===== src/rtl/vpsa_pkg.sv =====
// package of constants and carrier types for the vector pack/search alu slice
package vpsa_pkg;
  localparam int VPSA_HALF_W = 16;
  localparam int VPSA_WORD_W = 32;
  localparam int VPSA_ACC_W = 40;
  localparam int VPSA_PTR_W = 32;
  localparam int VPSA_HI_LSB = 16;
  localparam logic [15:0] VPSA_HALF_MAX = 16'h7fff;
  localparam logic [15:0] VPSA_HALF_MIN = 16'h8000;
  localparam logic [39:0] VPSA_ACC_RST = 40'h00_0000_0000;
  localparam logic [31:0] VPSA_WORD_RST = 32'h0000_0000;
  localparam int VPSA_LATENCY = 1;

  typedef enum logic [1:0] {
    VPSA_OP_NEG,
    VPSA_OP_PACK,
    VPSA_OP_SEARCH,
    VPSA_OP_NONE
  } vpsa_op_t;

  typedef enum logic [2:0] {
    strict_greater_mode,
    greater_equal_mode,
    strict_less_mode,
    less_equal_mode,
    no_search_mode
  } vpsa_mode_t;

  // companion slot content of a bundle as seen by the issue logic
  typedef enum logic [1:0] {
    VPSA_COMP_NONE,
    VPSA_COMP_PTR_LOAD,
    VPSA_COMP_NOP,
    VPSA_COMP_OTHER
  } vpsa_comp_t;

  typedef struct packed {
    logic valid;
    logic wide;
    vpsa_op_t op;
    vpsa_mode_t mode;
    vpsa_comp_t slot_a;
    vpsa_comp_t slot_b;
    logic slot_reg_index;
    logic [31:0] src_a;
    logic [15:0] pack_half_0;
    logic [15:0] pack_half_1;
  } vpsa_req_t;

  typedef struct packed {
    logic zero;
    logic negative;
    logic overflow;
    logic overflow_sticky;
    logic carry;
  } vpsa_flags_t;
endpackage


===== src/rtl/vpsa_alu.sv =====
// vector negate, pack and search datapath slice with its accumulators
`timescale 1ns/100ps
module vpsa_alu
  import vpsa_pkg::*;
#(
  parameter int ACC_W = VPSA_ACC_W,
  parameter int PTR_W = VPSA_PTR_W
) (
  input wire logic clk,
  input wire logic sys_rst,
  input wire vpsa_req_t req,
  input wire logic [PTR_W-1:0] array_pointer_reg,
  output logic result_valid,
  output logic [31:0] result_word,
  output logic capture_valid,
  output logic [PTR_W-1:0] upper_index_capture,
  output logic [PTR_W-1:0] lower_index_capture,
  output logic [ACC_W-1:0] accumulator_zero,
  output logic [ACC_W-1:0] accumulator_one,
  output vpsa_flags_t flags,
  output logic illegal_issue
);
  typedef struct packed {
    logic result_valid;
    logic [31:0] result_word;
    logic capture_valid;
    logic [PTR_W-1:0] upper_index_capture;
    logic [PTR_W-1:0] lower_index_capture;
    logic [ACC_W-1:0] acc_zero;
    logic [ACC_W-1:0] acc_one;
    vpsa_flags_t flags;
    logic illegal_issue;
  } vpsa_state_t;

  vpsa_state_t state_r;
  vpsa_state_t state_nxt;

  logic take_hi;
  logic take_lo;
  logic [ACC_W-1:0] acc_one_cand;
  logic [ACC_W-1:0] acc_zero_cand;

  // two identical lanes; neither sees the other's outcome
  vpsa_half_search #(.ACC_W(ACC_W)) u_lane_hi (
    .candidate(req.src_a[31:16]),
    .acc_in(state_r.acc_one),
    .mode(req.mode),
    .take(take_hi),
    .acc_out(acc_one_cand)
  );

  vpsa_half_search #(.ACC_W(ACC_W)) u_lane_lo (
    .candidate(req.src_a[15:0]),
    .acc_in(state_r.acc_zero),
    .mode(req.mode),
    .take(take_lo),
    .acc_out(acc_zero_cand)
  );

  logic [16:0] neg_hi_full;
  logic [16:0] neg_lo_full;
  logic [15:0] neg_hi;
  logic [15:0] neg_lo;
  logic sat_hi;
  logic sat_lo;
  logic mode_ok;
  logic comp_ok_search;
  logic comp_ok_other;
  logic legal;

  function automatic logic comp_permitted(input vpsa_comp_t c);
    comp_permitted = (c != VPSA_COMP_OTHER);
  endfunction

  always_comb begin
    // subtract from zero; only the most negative half overflows
    neg_hi_full = 17'h0_0000 - {req.src_a[31], req.src_a[31:16]};
    neg_lo_full = 17'h0_0000 - {req.src_a[15], req.src_a[15:0]};
    sat_hi = (req.src_a[31:16] == VPSA_HALF_MIN);
    sat_lo = (req.src_a[15:0] == VPSA_HALF_MIN);
    neg_hi = sat_hi ? VPSA_HALF_MAX : neg_hi_full[15:0];
    neg_lo = sat_lo ? VPSA_HALF_MAX : neg_lo_full[15:0];
    mode_ok = (req.mode != no_search_mode);
    // only a non-indexed pointer load and a nop may ride along
    comp_ok_search = (req.slot_a != VPSA_COMP_OTHER) && (req.slot_b != VPSA_COMP_OTHER)
      && !(req.slot_a == VPSA_COMP_PTR_LOAD && req.slot_b == VPSA_COMP_PTR_LOAD)
      && !req.slot_reg_index;
    comp_ok_other = comp_permitted(req.slot_a) && comp_permitted(req.slot_b);
    legal = 1'b0;
    if (req.valid && req.wide) begin
      case (req.op)
        VPSA_OP_NEG: legal = comp_ok_other;
        VPSA_OP_PACK: legal = comp_ok_other;
        VPSA_OP_SEARCH: legal = mode_ok && comp_ok_search;
        default: legal = 1'b0;
      endcase
    end

    state_nxt = state_r;
    state_nxt.result_valid = 1'b0;
    state_nxt.capture_valid = 1'b0;
    state_nxt.illegal_issue = req.valid && !legal;
    if (legal) begin
      case (req.op)
        VPSA_OP_NEG: begin
          state_nxt.result_valid = 1'b1;
          state_nxt.result_word = {neg_hi, neg_lo};
          state_nxt.flags.zero = (neg_hi == 16'h0000) || (neg_lo == 16'h0000);
          state_nxt.flags.negative = neg_hi[15] || neg_lo[15];
          state_nxt.flags.overflow = sat_hi || sat_lo;
          if (sat_hi || sat_lo) begin
            state_nxt.flags.overflow_sticky = 1'b1;
          end
          // borrow-free only when subtracting zero, so carry marks a zero source half
          state_nxt.flags.carry = (req.src_a[31:16] == 16'h0000) || (req.src_a[15:0] == 16'h0000);
        end
        VPSA_OP_PACK: begin
          state_nxt.result_valid = 1'b1;
          state_nxt.result_word = {req.pack_half_0, req.pack_half_1};
        end
        VPSA_OP_SEARCH: begin
          state_nxt.capture_valid = 1'b1;
          state_nxt.acc_one = acc_one_cand;
          state_nxt.acc_zero = acc_zero_cand;
          if (take_hi) begin
            state_nxt.upper_index_capture = array_pointer_reg;
          end
          if (take_lo) begin
            state_nxt.lower_index_capture = array_pointer_reg;
          end
        end
        default: begin
          state_nxt.result_valid = 1'b0;
        end
      endcase
    end
  end

  always_ff @(posedge clk) begin
    if (sys_rst) begin
      state_r <= '0;
    end else begin
      state_r <= state_nxt;
    end
  end

  assign result_valid = state_r.result_valid;
  assign result_word = state_r.result_word;
  assign capture_valid = state_r.capture_valid;
  assign upper_index_capture = state_r.upper_index_capture;
  assign lower_index_capture = state_r.lower_index_capture;
  assign accumulator_zero = state_r.acc_zero;
  assign accumulator_one = state_r.acc_one;
  assign flags = state_r.flags;
  assign illegal_issue = state_r.illegal_issue;

  // one-cycle copies so the checks can look back at what was taken
  logic legal_r;
  vpsa_req_t req_r;
  logic [PTR_W-1:0] ptr_r;
  logic [ACC_W-1:0] acc0_r;
  logic [ACC_W-1:0] acc1_r;
  vpsa_flags_t flags_r;
  always_ff @(posedge clk) begin
    legal_r <= legal && !sys_rst;
    req_r <= req;
    ptr_r <= array_pointer_reg;
    acc0_r <= state_r.acc_zero;
    acc1_r <= state_r.acc_one;
    flags_r <= state_r.flags;
  end

  property p_pack_place;
    @(posedge clk) disable iff (sys_rst)
    (legal && req.op == VPSA_OP_PACK) |=> result_valid && result_word == {$past(req.pack_half_0), $past(req.pack_half_1)};
  endproperty
  a_pack_place: assert property (p_pack_place) else $error("pack halves misplaced");

  property p_neg_halves;
    @(posedge clk) disable iff (sys_rst)
    (legal && req.op == VPSA_OP_NEG && req.src_a[31:16] != VPSA_HALF_MIN && req.src_a[15:0] != VPSA_HALF_MIN)
      |=> (result_word[31:16] + $past(req.src_a[31:16])) == 16'h0000 && (result_word[15:0] + $past(req.src_a[15:0])) == 16'h0000;
  endproperty
  a_neg_halves: assert property (p_neg_halves) else $error("negate half wrong");

  property p_no_mode;
    @(posedge clk) disable iff (sys_rst)
    (req.valid && req.op == VPSA_OP_SEARCH && req.mode == no_search_mode) |=> illegal_issue && !capture_valid;
  endproperty
  a_no_mode: assert property (p_no_mode) else $error("modeless search accepted");

  property p_bad_companion;
    @(posedge clk) disable iff (sys_rst)
    (req.valid && req.op == VPSA_OP_SEARCH && req.slot_reg_index) |=> illegal_issue;
  endproperty
  a_bad_companion: assert property (p_bad_companion) else $error("indexed companion accepted");

  property p_hi_capture;
    @(posedge clk) disable iff (sys_rst)
    (legal_r && req_r.op == VPSA_OP_SEARCH && req_r.mode == strict_greater_mode
      && $signed(req_r.src_a[31:16]) > $signed(acc1_r[15:0])) |-> upper_index_capture == ptr_r;
  endproperty
  a_hi_capture: assert property (p_hi_capture) else $error("upper capture missed");

  property p_lo_keep;
    @(posedge clk) disable iff (sys_rst)
    (legal_r && req_r.op == VPSA_OP_SEARCH && req_r.mode == strict_less_mode
      && $signed(req_r.src_a[15:0]) >= $signed(acc0_r[15:0])) |-> accumulator_zero == acc0_r;
  endproperty
  a_lo_keep: assert property (p_lo_keep) else $error("lower lane updated wrongly");

  property p_sign_ext;
    @(posedge clk) disable iff (sys_rst)
    (legal && req.op == VPSA_OP_SEARCH && take_lo) |=> accumulator_zero == {{(ACC_W-16){$past(req.src_a[15])}}, $past(req.src_a[15:0])};
  endproperty
  a_sign_ext: assert property (p_sign_ext) else $error("accumulator not sign-extended");

  property p_flags_hold;
    @(posedge clk) disable iff (sys_rst)
    (legal && req.op != VPSA_OP_NEG) |=> flags == $past(flags);
  endproperty
  a_flags_hold: assert property (p_flags_hold) else $error("flags changed");

  property p_neg_sat;
    @(posedge clk) disable iff (sys_rst)
    (legal && req.op == VPSA_OP_NEG && req.src_a[31:16] == VPSA_HALF_MIN)
      |=> result_word[31:16] == VPSA_HALF_MAX && flags.overflow && flags.overflow_sticky;
  endproperty
  a_neg_sat: assert property (p_neg_sat) else $error("negate did not saturate");

  // sticky overflow drops only through reset; the release edge still shows the old copy
  property p_sticky_keep;
    @(posedge clk) disable iff (sys_rst)
    (flags_r.overflow_sticky && !$past(sys_rst)) |-> flags.overflow_sticky;
  endproperty
  a_sticky_keep: assert property (p_sticky_keep) else $error("sticky overflow lost");

  property p_not_wide;
    @(posedge clk) disable iff (sys_rst)
    (req.valid && !req.wide) |=> illegal_issue && !result_valid && !capture_valid;
  endproperty
  a_not_wide: assert property (p_not_wide) else $error("narrow encoding accepted");

  property p_companion_ok;
    @(posedge clk) disable iff (sys_rst)
    (req.valid && req.wide && (req.op == VPSA_OP_NEG || req.op == VPSA_OP_PACK)
      && req.slot_a != VPSA_COMP_OTHER && req.slot_b != VPSA_COMP_OTHER) |=> result_valid && !illegal_issue;
  endproperty
  a_companion_ok: assert property (p_companion_ok) else $error("permitted companion refused");

  property p_two_loads;
    @(posedge clk) disable iff (sys_rst)
    (req.valid && req.op == VPSA_OP_SEARCH && req.slot_a == VPSA_COMP_PTR_LOAD
      && req.slot_b == VPSA_COMP_PTR_LOAD) |=> illegal_issue && !capture_valid;
  endproperty
  a_two_loads: assert property (p_two_loads) else $error("second pointer load accepted");

  property p_lo_capture;
    @(posedge clk) disable iff (sys_rst)
    (legal && req.op == VPSA_OP_SEARCH && take_lo) |=> lower_index_capture == $past(array_pointer_reg);
  endproperty
  a_lo_capture: assert property (p_lo_capture) else $error("lower capture missed");

  // an upper take with no lower take must leave the lower lane exactly as it was
  property p_lanes_apart;
    @(posedge clk) disable iff (sys_rst)
    (legal && req.op == VPSA_OP_SEARCH && take_hi && !take_lo)
      |=> accumulator_zero == $past(accumulator_zero) && lower_index_capture == $past(lower_index_capture);
  endproperty
  a_lanes_apart: assert property (p_lanes_apart) else $error("lower lane disturbed");

  property p_gt_tie;
    @(posedge clk) disable iff (sys_rst)
    (legal && req.op == VPSA_OP_SEARCH && req.mode == strict_greater_mode
      && req.src_a[31:16] == accumulator_one[15:0])
      |=> accumulator_one == $past(accumulator_one) && upper_index_capture == $past(upper_index_capture);
  endproperty
  a_gt_tie: assert property (p_gt_tie) else $error("greater mode took a tie");

  property p_ge_tie;
    @(posedge clk) disable iff (sys_rst)
    (legal && req.op == VPSA_OP_SEARCH && req.mode == greater_equal_mode
      && req.src_a[31:16] == accumulator_one[15:0]) |=> upper_index_capture == $past(array_pointer_reg);
  endproperty
  a_ge_tie: assert property (p_ge_tie) else $error("greater-equal mode missed a tie");

  property p_le_tie;
    @(posedge clk) disable iff (sys_rst)
    (legal && req.op == VPSA_OP_SEARCH && req.mode == less_equal_mode
      && req.src_a[15:0] == accumulator_zero[15:0]) |=> lower_index_capture == $past(array_pointer_reg);
  endproperty
  a_le_tie: assert property (p_le_tie) else $error("less-equal mode missed a tie");

  c_neg: cover property (@(posedge clk) disable iff (sys_rst) legal && req.op == VPSA_OP_NEG);
  c_pack: cover property (@(posedge clk) disable iff (sys_rst) legal && req.op == VPSA_OP_PACK);
  c_search_both: cover property (@(posedge clk) disable iff (sys_rst) legal && req.op == VPSA_OP_SEARCH && take_hi && take_lo);
  c_illegal: cover property (@(posedge clk) disable iff (sys_rst) illegal_issue);
endmodule // vpsa_alu


===== src/rtl/vpsa_half_search.sv =====
// one half-word compare-and-select lane of the search
`timescale 1ns/100ps
module vpsa_half_search
  import vpsa_pkg::*;
#(
  parameter int ACC_W = VPSA_ACC_W
) (
  input wire logic [15:0] candidate,
  input wire logic [ACC_W-1:0] acc_in,
  input wire vpsa_mode_t mode,
  output logic take,
  output logic [ACC_W-1:0] acc_out
);
  logic signed [15:0] cand_s;
  logic signed [15:0] acc_s;

  always_comb begin
    cand_s = candidate;
    acc_s = acc_in[15:0];
    case (mode)
      strict_greater_mode: take = cand_s > acc_s;
      greater_equal_mode: take = cand_s >= acc_s;
      strict_less_mode: take = cand_s < acc_s;
      less_equal_mode: take = cand_s <= acc_s;
      default: take = 1'b0;
    endcase
    // sign extension fills every bit above the half
    acc_out = take ? {{(ACC_W-16){candidate[15]}}, candidate} : acc_in;
  end
endmodule // vpsa_half_search


===== config.mk =====
export PLATFORM = sky130hd
export DESIGN_NAME = vpsa_alu
export DESIGN_NICKNAME = d
export VERILOG_FILES = /design/src/rtl/vpsa_pkg.sv /design/src/rtl/vpsa_alu.sv /design/src/rtl/vpsa_half_search.sv
export SDC_FILE = /design/constraint.sdc
export NUM_CORES = 1
export LEC_CHECK = 0
export BUFFER_PORTS_ARGS = -buffer_cell sky130_fd_sc_hd__buf_2
export CAP_MARGIN = 10
export CORE_UTILIZATION = 46
export CTS_BUF_LIST = sky130_fd_sc_hd__clkbuf_8
export CTS_CLUSTER_DIAMETER = 100
export CTS_CLUSTER_SIZE = 28
export DETAILED_ROUTE_END_ITERATION = 10
export GPL_ROUTABILITY_DRIVEN = 1
export HOLD_SLACK_MARGIN = 0.1
export MAX_ROUTING_LAYER = met4
export PLACE_DENSITY = 0.78
export SLEW_MARGIN = 15
export SYNTH_ARGS = -nofsm -noshare
export SYNTH_HDL_FRONTEND = slang
export SYNTH_SLANG_ARGS = --single-unit
export TNS_END_PERCENT = 1

===== constraint.sdc =====
create_clock -name clk -period 3.2 [get_ports clk]
set_input_delay 0.48 -clock clk [delete_from_list [all_inputs] [get_ports clk]]
set_output_delay 0.48 -clock clk [all_outputs]
set_load 0.01 [all_outputs]

==> run metrics <==
drt via density 5.405; # setup viols final 0; global-route wire length before repair 35000 µm; worst skew pair latency 440 ps; # Max-Cap Violations 0; post-synthesis mux area share 0.07324; largest family of logic cells by synthesized area simple AND/OR/NAND/NOR gates; post-synthesis cell count 944; DR vias 7534; pre-CTS setup slack 102.0 ps; TritonCTS clock tree built; worst reg2reg setup slack 280 ps; Lkg Pwr 0.004065 µW; Post-CTS Setup Bufs 0; complex-gate fraction of the synthesized area 0.1707; Overflow after GRT 0; warnings from Yosys 0; FMAX 0.3420 GHz; Clock Pin Slew Worst Setup and Hold Paths 80 ps; placed cell areas 9176 µm²; port buffer count 293; syn_nets 1088; TritonCTS Buffers 17; Initial Utilization 0.4712; min cycle time layout 2924 ps; synthesis-stage register bit count 136; worst hold path type in2reg; DRT Pass-1 Iters 5; slack of the critical path 276.4 ps; EDFF count, synth 0; Post-DRT Antenna Nets 0; Ant. Diodes 0; clock sinks 136; crit path cell chain inv_1 > ha_1 > nand4_1 > nor4_2 > a21oi_1 > or4_1 > o211a_2 > a211oi_4 > buf_4 > mux2i_1; critical path required time 3560 ps; CP max stage cell or4_1; Critical R2R Launch accumulator_one[7]; hold-fix buffer count after cts 0; r2r endpoint upper_index_capture[2]; Core Box Area 16640 µm²; Worst VDD drop 255.1 µV; Total GRT Usage 0.2540; mean area per synthesized cell 8.306 µm²; RSZ-0062 raised after global routing no; Netlist cell types 57; post-cts resize count 0; worst clock skew 11.51 ps; simple-gate share of the synthesized area 0.2183; fin. max-slew vios 0; Arrival @ worst endpoint 3280 ps; drt drc 0; Die Area 17570 µm²; Final #Nets 1305; initial antenna violation count 0; share of cells above drive strength 1 0.3101; htree depth 4; Worst slew margin 0.5294; WL final 22210 µm; FP Rows 47; critical setup path kind reg2reg; stages on the worst setup path 10; synthesized cell area 7841 µm²; worst slew pin tran 705.9 ps; Detailed Route Iter0 Violations 325; Area Growth Syn to Fin 21.99%; post-route core utilization 0.5748; CTS root buffer clkbuf_8; register area share after synthesis 0.3472; async set-or-reset flop fraction in the synthesized netlist 0; number of global-route vias before repair 6866; Final Instance Area 9565 µm²; R2R depth 10; largest net degree at the start of global routing 98; crit-path max FO 14; crit path capture type flip-flop; final worst-path cycle share 0.9136; Die X 132.6 µm; post-DP HPWL 16290 µm; Setup crit end upper_index_capture[2]; cell family with most CP delay simple AND/OR/NAND/NOR gates; XOR/XNOR Fraction of Synth Area 0.02792; post-synthesis adder-cell area fraction 0.05425; clk buf depth 2; gp weighted congestion 0.9020; endpoints failing hold 0; PD cells 370.9 nW/µm²; Chip Height 132.6 µm; final setup TNS 0 ps; CP Launch Point accumulator_one[7]; Routed wire per std cell 15.93 µm; CP peak stage delay 470 ps; Critical Path Start Type flip-flop; Synth Flop Type dfxtp_1; outcome finished clean; fillers 1542; CP bufs+invs 2; I/O pin total 294
-- cell families after synthesis --
logic type | count (synthesis)
AO/OA/AOI/OAI | 222
XOR/XNOR | 25
adder cells (fa/ha/maj) | 34
buffers and inverters | 163
flip-flops | 136
multiplexers | 57
AND/OR/NAND/NOR | 307
-- sequential cells by signal, indices dropped and copies added, names as in the netlist --
signal	count
upper_index_capture	32
accumulator_one	16
result_word	32
lower_index_capture	32
illegal_issue	1
capture_valid	1
result_valid	1
accumulator_zero	16
flags	5
-- through the flow --
stage | power [µW] | hold slack [ps] | cells
2_1_floorplan | 1992 | 476.2 | 944
3_3_place_gp | 2163 | 436.3 | 1362
3_5_place_dp | 2170 | 441.7 | 1362
4_1_cts | 3584 | 264.0 | 1394
5_1_grt | 3696 | 276.9 | 1394
6_report | 3548 | 297.7 | 1394
-- cell usage after synthesis (3+ instances only) --
master    instances  area, µm²
buf_4            54      405.4
dfxtp_1         136       2723
inv_1            42      157.7
nand2_1          51      191.4
ha_1             34      425.4
mux2_2            3      33.78
nor3_1           14      70.07
buf_6             3      33.78
nand3_1          55      275.3
or4_1             5      37.54
nor2_1           28      105.1
clkbuf_1         48      180.2
nand3b_1          4      30.03
or3_1             3      18.77
o21a_1            4      30.03
o221ai_1         29      254.0
nand2b_1         97      606.8
a211oi_1          3      22.52
mux2i_1          54      540.5
buf_1             6      22.52
nand4_1          11      68.82
nor3b_1           8      60.06
a21oi_1         102      510.5
xnor2_1          13      113.9
nor2b_1           6      37.54
o21ai_1          51      255.2
nor4_1            8      50.05
buf_2            10      50.05
xor2_1           12      105.1
o21ai_0           5      25.02
o211ai_1          6      45.04
-- layout make-up --
type | instances | area (µm²) | area share
Sequential cell | 136 | 2723 | 0.2846
Inverter | 42 | 157.7 | 0.01648
Timing Repair Buffer | 319 | 1739 | 0.1818
Clock inverter | 15 | 155.1 | 0.01622
Clock buffer | 17 | 234.0 | 0.02446
Multi-Input combinational cell | 645 | 4282 | 0.4476
Tap cell | 220 | 275.3 | 0.02878
-- layer usage --
metal	track usage	vias up	wire length [µm]
met5	-	-	0
met4	0.08621	0	433
met3	0.05556	37	1487
met2	0.4117	292	10600
met1	0.3115	3505	9687
li1	-	3700	-
-- worst register-to-register path: cells and delay by family (launching register included) --
kind	cells	cell delay (ps)
DFF	1	400
muxes	1	230
and+or+nand+nor	3	1000
adders and majority gates	1	310
buffers and inverters	2	400
AOI/OAI and AO/OA	3	520
-- how the worst min path moves through the flow --
| stage | slack (ps) | startpoint | end | cells after the start |
|---|---|---|---|---|
| 3_5_place_dp | 440 | result_word[17] | result_word[17] | 2 |
| 4_1_cts | 260 | array_pointer_reg[4] | upper_index_capture[4] | 3 |
| 3_3_place_gp | 440 | result_word[16] | result_word[16] | 2 |
| 5_1_grt | 280 | array_pointer_reg[30] | upper_index_capture[30] | 3 |
| 2_1_floorplan | 480 | result_word[0] | result_word[0] | 2 |
| 6_report | 300 | array_pointer_reg[18] | upper_index_capture[18] | 3 |
-- power breakdown --
part	internal [µW]	switching, µW	leakage, µW	total (µW)
sequential	1710	8.20	0.00110	1720
combinational	178	242	0.00277	420
clock	695	718	0.000197	1410
-- layout by cell type (no fill, tap or decap), types with 3 or more instances in the layout --
| cell | instances |
|---|---|
| o21ai_0 | 5 |
| a211oi_1 | 3 |
| nor2b_1 | 6 |
| nand3_1 | 55 |
| clkinv_4 | 5 |
| nor3b_1 | 8 |
| o221ai_1 | 29 |
| clkinv_2 | 3 |
| clkbuf_8 | 17 |
| o21ai_1 | 51 |
| nand4_1 | 11 |
| nor3_1 | 14 |
| or3_1 | 3 |
| o21a_1 | 4 |
| nor4_1 | 8 |
| nand2b_1 | 97 |
| dfxtp_1 | 136 |
| mux2i_1 | 53 |
| nand3b_1 | 4 |
| xnor2_1 | 13 |
| or4_1 | 5 |
| a21oi_1 | 102 |
| xor2_1 | 12 |
| o211ai_1 | 6 |
| buf_12 | 6 |
| ha_1 | 34 |
| nor2_1 | 28 |
| nand2_1 | 51 |
| mux2_2 | 3 |
| buf_4 | 21 |
| buf_2 | 292 |
| inv_1 | 43 |
No activity file was read; power rests on OpenSTA's default activity.
